===== config.mk =====
export PLATFORM = sky130hd
export DESIGN_NAME = tbs_timebase_sync
export DESIGN_NICKNAME = d
export VERILOG_FILES = /design/src/rtl/tbs_pkg.sv /design/src/rtl/tbs_timebase_sync.sv
export SDC_FILE = /design/constraint.sdc
export NUM_CORES = 1
export LEC_CHECK = 0
export ABC_AREA = 1
export BUFFER_PORTS_ARGS = -buffer_cell sky130_fd_sc_hd__buf_2
export CAP_MARGIN = 20
export CORE_ASPECT_RATIO = 0.6
export CORE_MARGIN = 3
export CORE_UTILIZATION = 35
export DETAILED_ROUTE_END_ITERATION = 12
export GPL_TIMING_DRIVEN = 0
export PLACE_DENSITY = 0.66
export SETUP_SLACK_MARGIN = 0.3
export SYNTH_ARGS = -nofsm -noshare
export SYNTH_HDL_FRONTEND = slang
export SYNTH_SLANG_ARGS = --single-unit

===== constraint.sdc =====
create_clock -name clk -period 1.28 [get_ports clk]
set_clock_uncertainty 0.1 [all_clocks]
set_input_delay 0.128 -clock clk [delete_from_list [all_inputs] [get_ports clk]]
set_output_delay 0.128 -clock clk [all_outputs]
set_load 0.02 [all_outputs]

===== src/rtl/tbs_pkg.sv =====
// Package for the PWM time base and synchronisation block.
`default_nettype none
package tbs_pkg;
  localparam logic [3:0] TBS_ADDR_SYNC = 4'h0;
  localparam logic [3:0] TBS_ADDR_CNT_LO = 4'h4;
  localparam logic [3:0] TBS_ADDR_CNT_HI = 4'h8;
  localparam logic [3:0] TBS_ADDR_DUTY_LO = 4'hc;
  localparam logic [7:0] TBS_SYNC_RESET = 8'h00;
  localparam logic [15:0] TBS_CNT_RESET = 16'h0100;
  localparam logic [15:0] TBS_DUTY_RESET = 16'hffff;
  localparam int TBS_POFST_BIT = 7;
  localparam int TBS_PRPOL_BIT = 6;
  localparam int TBS_DCPOL_BIT = 5;
  localparam logic [7:0] TBS_SYNC_WMASK = 8'he7;
  localparam logic [2:0] TBS_SEL_OWN = 3'h0;
  localparam logic [2:0] TBS_SEL_RESERVED = 3'h4;

  typedef enum logic [1:0] {
    TBS_IDLE = 2'b00,
    TBS_DONE = 2'b01
  } tbs_bus_state_t;

  typedef struct packed {
    logic [3:0] address;
    logic read;
    logic write;
    logic [31:0] writedata;
  } tbs_av_req_t;

  typedef struct packed {
    logic [31:0] readdata;
    logic waitrequest;
  } tbs_av_rsp_t;

  typedef struct packed {
    logic sync_out;
    logic latch_set;
    logic duty_fall;
    logic period_restart;
    logic period_async;
    logic duty_async;
  } tbs_events_t;
endpackage
`default_nettype wire


===== src/rtl/tbs_timebase_sync.sv =====
// Time base counter, duty match and synchronisation routing with an Avalon-MM register slave.
// Operation
// Phase offset bit 1: sync out from phase, latch set from period.
// Period polarity bit inverts selected asynchronous period event inputs; 0 passes.
// Duty polarity bit 1 inverts asynchronous duty inputs; 0 passes them.
// Counter bits 7..0 are a readable, writable low byte register.
// Counter bits 15..8 are a readable, writable high byte register.
// Counter equal to duty compare value produces a falling edge event.
// Sync select 0 uses own period; others use companion sync; 4 reserved.
`default_nettype none
module tbs_timebase_sync (
  input wire logic clk,
  input wire logic rst_b,
  input wire tbs_pkg::tbs_av_req_t av_req,
  output var tbs_pkg::tbs_av_rsp_t av_rsp,
  input wire logic period_match,
  input wire logic phase_match,
  input wire logic [3:0] companion_sync,
  input wire logic period_async_in,
  input wire logic duty_async_in,
  output var tbs_pkg::tbs_events_t events,
  output var logic [15:0] timebase_counter
);
  import tbs_pkg::*;

  // Every output of the block is taken straight from this registered state.
  typedef struct packed {
    tbs_bus_state_t st;
    logic waitrequest;
    logic [31:0] rdata;
    logic [7:0] sync_control;
    logic [15:0] count;
    logic [15:0] duty_compare_value;
    tbs_events_t ev;
  } tbs_state_t;

  tbs_state_t q;
  tbs_state_t next_q;
  logic phase_offset_ctrl;
  logic period_event_invert;
  logic duty_event_invert;
  logic [2:0] period_sync_select;
  logic restart;
  logic [1:0] routed;
  logic bus_take;
  logic [31:0] read_word;

  // Merges the writable bits of a byte; bits outside the mask keep their old value.
  function automatic logic [7:0] tbs_merge(
    input logic [7:0] old,
    input logic [7:0] nw,
    input logic [7:0] m
  );
    tbs_merge = (old & ~m) | (nw & m);
  endfunction

  // True for the select code that must not be used.
  function automatic logic tbs_select_reserved(
    input logic [2:0] sel
  );
    tbs_select_reserved = (sel == TBS_SEL_RESERVED);
  endfunction

  // Picks the event that restarts the period from the select field.
  // The reserved code selects nothing, so a stray write there stops restarts
  // rather than borrowing an unrelated companion output.
  function automatic logic tbs_restart_source(
    input logic [2:0] sel,
    input logic own_period,
    input logic [3:0] companion
  );
    logic src;

    src = 1'b0;
    case (sel)
      TBS_SEL_OWN: begin
        src = own_period;
      end

      3'h1: begin
        src = companion[0];
      end

      3'h2: begin
        src = companion[1];
      end

      3'h3: begin
        src = companion[2];
      end

      default: begin
        src = companion[3];
      end
    endcase
    if (tbs_select_reserved(sel)) begin
      src = 1'b0;
    end
    tbs_restart_source = src;
  endfunction

  // Applies a polarity control bit to an asynchronous event input.
  function automatic logic tbs_polarity(
    input logic event_in,
    input logic invert
  );
    tbs_polarity = event_in ^ invert;
  endfunction

  // Next counter value: cleared by the restart event, otherwise one step up.
  // The counter wraps at the top silently; overflow is handled outside this block.
  function automatic logic [15:0] tbs_next_count(
    input logic [15:0] count,
    input logic clear
  );
    logic [15:0] result;

    result = count + 16'h0001;
    if (clear) begin
      result = 16'h0000;
    end
    tbs_next_count = result;
  endfunction

  // Widens a byte to a bus word with zeros above it.
  function automatic logic [31:0] tbs_byte_word(
    input logic [7:0] value
  );
    tbs_byte_word = {24'h000000, value};
  endfunction

  // True when a request writes the given offset.
  function automatic logic tbs_write_hit(
    input tbs_av_req_t req,
    input logic [3:0] target
  );
    tbs_write_hit = req.write && (req.address == target);
  endfunction

  // Routes the sync output (bit 1) and the latch set (bit 0).
  // In offset mode the latch follows the selected restart, the synchronous period event.
  function automatic logic [1:0] tbs_route(
    input logic offset_mode,
    input logic phase_ev,
    input logic period_ev,
    input logic sync_period_ev
  );
    logic [1:0] pair;

    pair = {period_ev, phase_ev};
    if (offset_mode) begin
      pair = {phase_ev, sync_period_ev};
    end
    tbs_route = pair;
  endfunction

  // Read multiplexer; unmapped offsets and unimplemented bits read as zero.
  function automatic logic [31:0] tbs_read_mux(
    input logic [3:0] addr,
    input logic [7:0] sync,
    input logic [15:0] count,
    input logic [15:0] duty
  );
    logic [31:0] word;

    word = 32'h00000000;
    case (addr)
      TBS_ADDR_SYNC: begin
        word = tbs_byte_word(sync & TBS_SYNC_WMASK);
      end

      TBS_ADDR_CNT_LO: begin
        word = tbs_byte_word(count[7:0]);
      end

      TBS_ADDR_CNT_HI: begin
        word = tbs_byte_word(count[15:8]);
      end

      TBS_ADDR_DUTY_LO: begin
        word = {16'h0000, duty};
      end

      default: begin
        word = 32'h00000000;
      end
    endcase
    tbs_read_mux = word;
  endfunction

  always_comb begin
    next_q = q;
    // Named views of the control fields.
    phase_offset_ctrl = q.sync_control[TBS_POFST_BIT];
    period_event_invert = q.sync_control[TBS_PRPOL_BIT];
    duty_event_invert = q.sync_control[TBS_DCPOL_BIT];
    period_sync_select = q.sync_control[2:0];
    bus_take = 1'b0;
    read_word = 32'h00000000;

    restart = tbs_restart_source(
      period_sync_select,
      period_match,
      companion_sync
    );
    routed = tbs_route(
      phase_offset_ctrl,
      phase_match,
      period_match,
      restart
    );

    // Time base: counts on every clock and restarts on the selected event.
    next_q.count = tbs_next_count(q.count, restart);

    // Event outputs are registered, one clock after their cause.
    next_q.ev.sync_out = routed[1];
    next_q.ev.latch_set = routed[0];
    next_q.ev.period_restart = restart;
    next_q.ev.period_async = tbs_polarity(
      period_async_in,
      period_event_invert
    );
    next_q.ev.duty_async = tbs_polarity(
      duty_async_in,
      duty_event_invert
    );
    // The compare sees the present count, so the event lags the match by one clock.
    next_q.ev.duty_fall = (q.count == q.duty_compare_value);

    // A request is taken in idle and answered one clock later. Waitrequest is a flop,
    // so the answer costs a wait state but no decode glitch reaches the master.
    case (q.st)
      TBS_IDLE: begin
        next_q.waitrequest = 1'b1;
        if (av_req.read || av_req.write) begin
          bus_take = 1'b1;
        end
      end

      TBS_DONE: begin
        next_q.st = TBS_IDLE;
        next_q.waitrequest = 1'b1;
      end

      default: begin
        next_q.st = TBS_IDLE;
        next_q.waitrequest = 1'b1;
      end
    endcase

    if (bus_take) begin
      next_q.st = TBS_DONE;
      next_q.waitrequest = 1'b0;
      read_word = tbs_read_mux(
        av_req.address,
        q.sync_control,
        q.count,
        q.duty_compare_value
      );
      next_q.rdata = read_word;
    end

    // A byte write lands at the take edge and wins over counting for that byte only.
    if (bus_take && tbs_write_hit(av_req, TBS_ADDR_SYNC)) begin
      next_q.sync_control = tbs_merge(
        q.sync_control,
        av_req.writedata[7:0],
        TBS_SYNC_WMASK
      );
    end

    if (bus_take && tbs_write_hit(av_req, TBS_ADDR_CNT_LO)) begin
      next_q.count[7:0] = av_req.writedata[7:0];
    end

    if (bus_take && tbs_write_hit(av_req, TBS_ADDR_CNT_HI)) begin
      next_q.count[15:8] = av_req.writedata[7:0];
    end

    if (bus_take && tbs_write_hit(av_req, TBS_ADDR_DUTY_LO)) begin
      next_q.duty_compare_value = av_req.writedata[15:0];
    end
  end

  // The reset branch loads constants only.
  always_ff @(posedge clk or negedge rst_b) begin
    if (!rst_b) begin
      q.st <= TBS_IDLE;
      q.waitrequest <= 1'b1;
      q.rdata <= 32'h00000000;
      q.sync_control <= TBS_SYNC_RESET;
      q.count <= TBS_CNT_RESET;
      q.duty_compare_value <= TBS_DUTY_RESET;
      q.ev <= '0;
    end else begin
      q <= next_q;
    end
  end

  // Outputs are plain wires from the state flops.
  assign av_rsp = '{readdata: q.rdata, waitrequest: q.waitrequest};
  assign events = q.ev;
  assign timebase_counter = q.count;
endmodule
`default_nettype wire


==> impl_metrics.xml <==
<?xml version="1.0" encoding="UTF-8"?>
<metrics>
  <group name="status">
    <metric name="run_status" unit="">finished, violations left</metric>
    <metric name="violations" unit="">negative hold slack, negative setup slack</metric>
  </group>
  <group name="sta">
    <metric name="final_setup_violation_count" unit="">65</metric>
    <metric name="drv_slew" unit="">0</metric>
    <metric name="timing_hold_violations_final" unit="">30</metric>
    <metric name="fmaxAchievable" unit="MHz">658</metric>
    <metric name="setup_ws" unit="ns">-0.239</metric>
    <metric name="rsz0062_at_grt" unit="">yes</metric>
    <metric name="fin_worst_hold_slack" unit="ns">-0.365</metric>
    <metric name="fin_crit_sh" unit="">1.19</metric>
    <metric name="period_needed" unit="ns">1.52</metric>
  </group>
  <group name="cells_and_area">
    <metric name="layout-drive-gt1-share" unit="">0.596</metric>
    <metric name="final_nets" unit="">680</metric>
    <metric name="area_growth_syn_to_layout" unit="%">73.1</metric>
    <metric name="diodes" unit="">0</metric>
    <metric name="final_core_util" unit="">0.645</metric>
  </group>
  <group name="placement">
    <metric name="dp_slack" unit="ns">-0.232</metric>
    <metric name="place_congestion" unit="">0.878</metric>
    <metric name="post-dp-hpwl" unit="um">8190</metric>
    <metric name="buffer_ports.inserted" unit="">70</metric>
  </group>
  <group name="floorplanning">
    <metric name="placeableCoreArea" unit="sq um">10200</metric>
    <metric name="design.die.area" unit="sq um">12200</metric>
    <metric name="initial_utilization" unit="">0.372</metric>
    <metric name="die_height" unit="um">86.8</metric>
    <metric name="placement_rows" unit="">28</metric>
    <metric name="die-width" unit="um">141</metric>
    <metric name="io_pins" unit="">103</metric>
  </group>
  <group name="grt">
    <metric name="maximum_number_of_pins_on_one_net_before_global_route_repair" unit="">24</metric>
    <metric name="number_of_antenna_violations_at_the_first_check_in_global_routing" unit="">0</metric>
    <metric name="grt_usage" unit="">0.200</metric>
    <metric name="via_count_of_the_first_global_routing_pass" unit="">3511</metric>
    <metric name="grt_first_pass_wirelength" unit="um">18900</metric>
    <metric name="grt_remaining_overflow" unit="">0</metric>
  </group>
  <group name="synth">
    <metric name="synth_cells" unit="">454</metric>
    <metric name="synth.area.top_cells" unit="">dfrtp_1 29%, dfstp_2 12%, nand2_1 12%</metric>
    <metric name="post-synth-top-area-fraction" unit="">0.289</metric>
    <metric name="synth.lib_cells_used.distinct" unit="">36</metric>
    <metric name="synth_seq_cells" unit="">62</metric>
    <metric name="synth_seq_area_share" unit="">0.413</metric>
    <metric name="synthesis.area" unit="sq um">3810</metric>
    <metric name="avgSynthCellArea" unit="sq um">8.39</metric>
    <metric name="synth.largest_area_cell" unit="">dfrtp_1</metric>
    <metric name="synth_warnings" unit="">0</metric>
  </group>
  <group name="flow_run">
    <metric name="max_cap_violations" unit="">0</metric>
  </group>
  <group name="clock_tree">
    <metric name="clk_pin_slew" unit="ns">0.06</metric>
    <metric name="cts_root_buffer" unit="">clkbuf_16</metric>
    <metric name="clock_insertion_delay_worst_skew" unit="ns">0.34</metric>
    <metric name="tritoncts" unit="">built</metric>
    <metric name="cts-buffers-inserted" unit="">9</metric>
    <metric name="clock_path_buffers" unit="">2</metric>
    <metric name="postCtsHoldBufs" unit="">20</metric>
    <metric name="ctsHtreeMaxLevel" unit="">3</metric>
    <metric name="tritoncts_num_sinks" unit="">62</metric>
  </group>
  <group name="drt">
    <metric name="antenna_violating_nets_post_route" unit="">0</metric>
    <metric name="detail_route.wl_per_cell" unit="um">16.9</metric>
    <metric name="wl" unit="um">13000</metric>
    <metric name="drt-vias-per-instance" unit="">4.80</metric>
    <metric name="total_via_count_after_detailed_routing" unit="">3704</metric>
    <metric name="firstDrtPassIters" unit="">5</metric>
    <metric name="drc_errors" unit="">0</metric>
    <metric name="drtIter0Drc" unit="">262</metric>
  </group>
  <group name="critical_path">
    <metric name="r2r-start" unit="">timebase_counter[8]</metric>
    <metric name="worst_setup_slack_for_register_to_register_paths" unit="ns">-0.24</metric>
    <metric name="timing.critical_path.fanout_max" unit="">6</metric>
    <metric name="worst-r2r-cell-count" unit="">6</metric>
    <metric name="crit_path_required_time" unit="ns">1.44</metric>
    <metric name="critical_path.endpoint_type" unit="">register</metric>
    <metric name="crit_path_start_kind" unit="">register</metric>
    <metric name="critical_path.reg2reg.endpoint" unit="">events[3]</metric>
    <metric name="criticalPathCategory" unit="">reg2reg</metric>
    <metric name="arrival" unit="ns">1.68</metric>
  </group>
  <group name="power_and_ir_drop">
    <metric name="ir_drop" unit="mV">0.827</metric>
    <metric name="power_switching" unit="mW">2.72</metric>
    <metric name="power.share.combinational" unit="">0.364</metric>
    <metric name="power_density_of_the_placed_cells" unit="nW/um^2">1270</metric>
    <metric name="power_report.internal_total" unit="mW">5.62</metric>
    <metric name="part_of_the_total_power_dissipated_in_the_clock_network" unit="">0.318</metric>
    <metric name="p_sw_frac" unit="">0.327</metric>
    <metric name="pwr-share-seq" unit="">0.318</metric>
    <metric name="power.static_leakage" unit="nW">3.23</metric>
  </group>
  <group name="min_path">
    <metric name="min_path_type" unit="">in2async</metric>
  </group>
</metrics>
==> cell families after synthesis <==
kind of cell               synth area share
AOI/OAI and AO/OA                     0.106
buffers and inverters                 0.179
DFF                                   0.413
other                              0.000984
xor gates and xnor gates             0.0483
adders and majority gates           0.00328
and+or+nand+nor                       0.250
==> cell usage in the layout (no fill, tap or decap), drive strengths merged <==
cell type and n:
nand3b 1, nand2 135, buf 192, dfrtp 44
xor2 11, xnor2 10, nor2 24, nand3 33
dfstp 18, o21bai 1, nand4 8, o31ai 2
nor3 2, a21oi 4, clkinvlp 1, clkbuf 14
dlygate4sd3 20, bufinv 2, o22ai 6, ha 1
conb 16, inv 42, clkinv 5, o21ai 42
o211ai 2
==> area by class of cell <==
type | count | area, sq um
repair buffers | 151 | 1490
clock inverters | 7 | 98.8
multi-input cells | 298 | 2130
fillers | 777 | 3630
well taps | 135 | 169
clock buffers | 9 | 225
inverters | 43 | 181
plain buffers | 66 | 709
flip-flops and latches | 62 | 1590
==> flip-flops by register name (all words and copies together) (netlist names) <==
register / count
av_rsp: 17
duty_event_invert: 1
events: 6
period_event_invert: 1
period_sync_select: 3
phase_offset_ctrl: 1
q: 17
timebase_counter: 16
==> synth_stat cells, drive strengths merged <==
cell and instances:
nand4 8, o21ai 42, o21bai 1, nand3b 1, xnor2 10, clkinv 1
buf 66, nor2 24, nand3 33, inv 42, dfstp 18, xor2 11
nor3 2, dfrtp 44, o22ai 6, o211ai 2, o31ai 2, a21oi 4
nand2 135, ha 1, conb 1
==> through the flow <==
stage	setup TNS, ns	std cells	hold slack (ns)	instance area, sq um	total power, mW
2_1_floorplan	-0.0657	469	-0.268	3930	3.81
3_3_place_gp	-15.30	674	0.211	4450	4.30
3_5_place_dp	-5.67	676	-0.000810	4490	4.37
4_1_cts	-5.09	740	-0.351	5780	7.82
5_1_grt	-7.82	771	-0.332	6600	8.68
6_report	-4.89	771	-0.365	6600	8.35
==> timing repair <==
| item | CTS | global route |
|---|---|---|
| pin swaps | 20 | 37 |
| setup buffers | 25 | 26 |
| setup endpoints to repair | 98 | 98 |
| resized for setup | 151 | 120 |
| hold endpoints to repair | 38 | 14 |
| gates cloned | 3 | 5 |
==> worst max path at each step <==
stage	startpoint	end	slack [ns]	depth (start not counted)
2_1_floorplan	timebase_counter[8]	timebase_counter[11]	-0.02	6
3_3_place_gp	rst_b	timebase_counter[12]	-0.24	1
3_5_place_dp	timebase_counter[1]	timebase_counter[10]	-0.23	7
4_1_cts	period_sync_select[0]	timebase_counter[14]	-0.14	7
5_1_grt	timebase_counter[1]	timebase_counter[10]	-0.26	7
6_report	timebase_counter[8]	events[3]	-0.24	6
==> power groups by stage <==
stage	sequential, mW	clock, mW	combinational, mW
final	2.65	2.66	3.03
after global routing	2.69	2.79	3.21
after CTS	2.60	2.68	2.54
after detailed placement	2.62	0	1.75
after global placement	2.61	0	1.69
after floorplan	2.53	0	1.28
==> worst max-delay path, cell delays in order, from the launching register on <==
cell     delay, ns
dfstp_2       0.63
buf_6         0.12
buf_6         0.11
nor2_4        0.03
nor3_2        0.21
nand2_1       0.11
nor3_2        0.12
==> metal layers <==
layer | GRT usage | vias to the layer above | part of all wire
li1 | - | 1727 | -
met1 | 0.298 | 1802 | 0.46
met2 | 0.291 | 163 | 0.44
met3 | 0.0573 | 12 | 0.096
met4 | 0.0387 | 0 | 0.0066
met5 | 0 | - | 0
No activity file was read; power rests on OpenSTA's default activity.
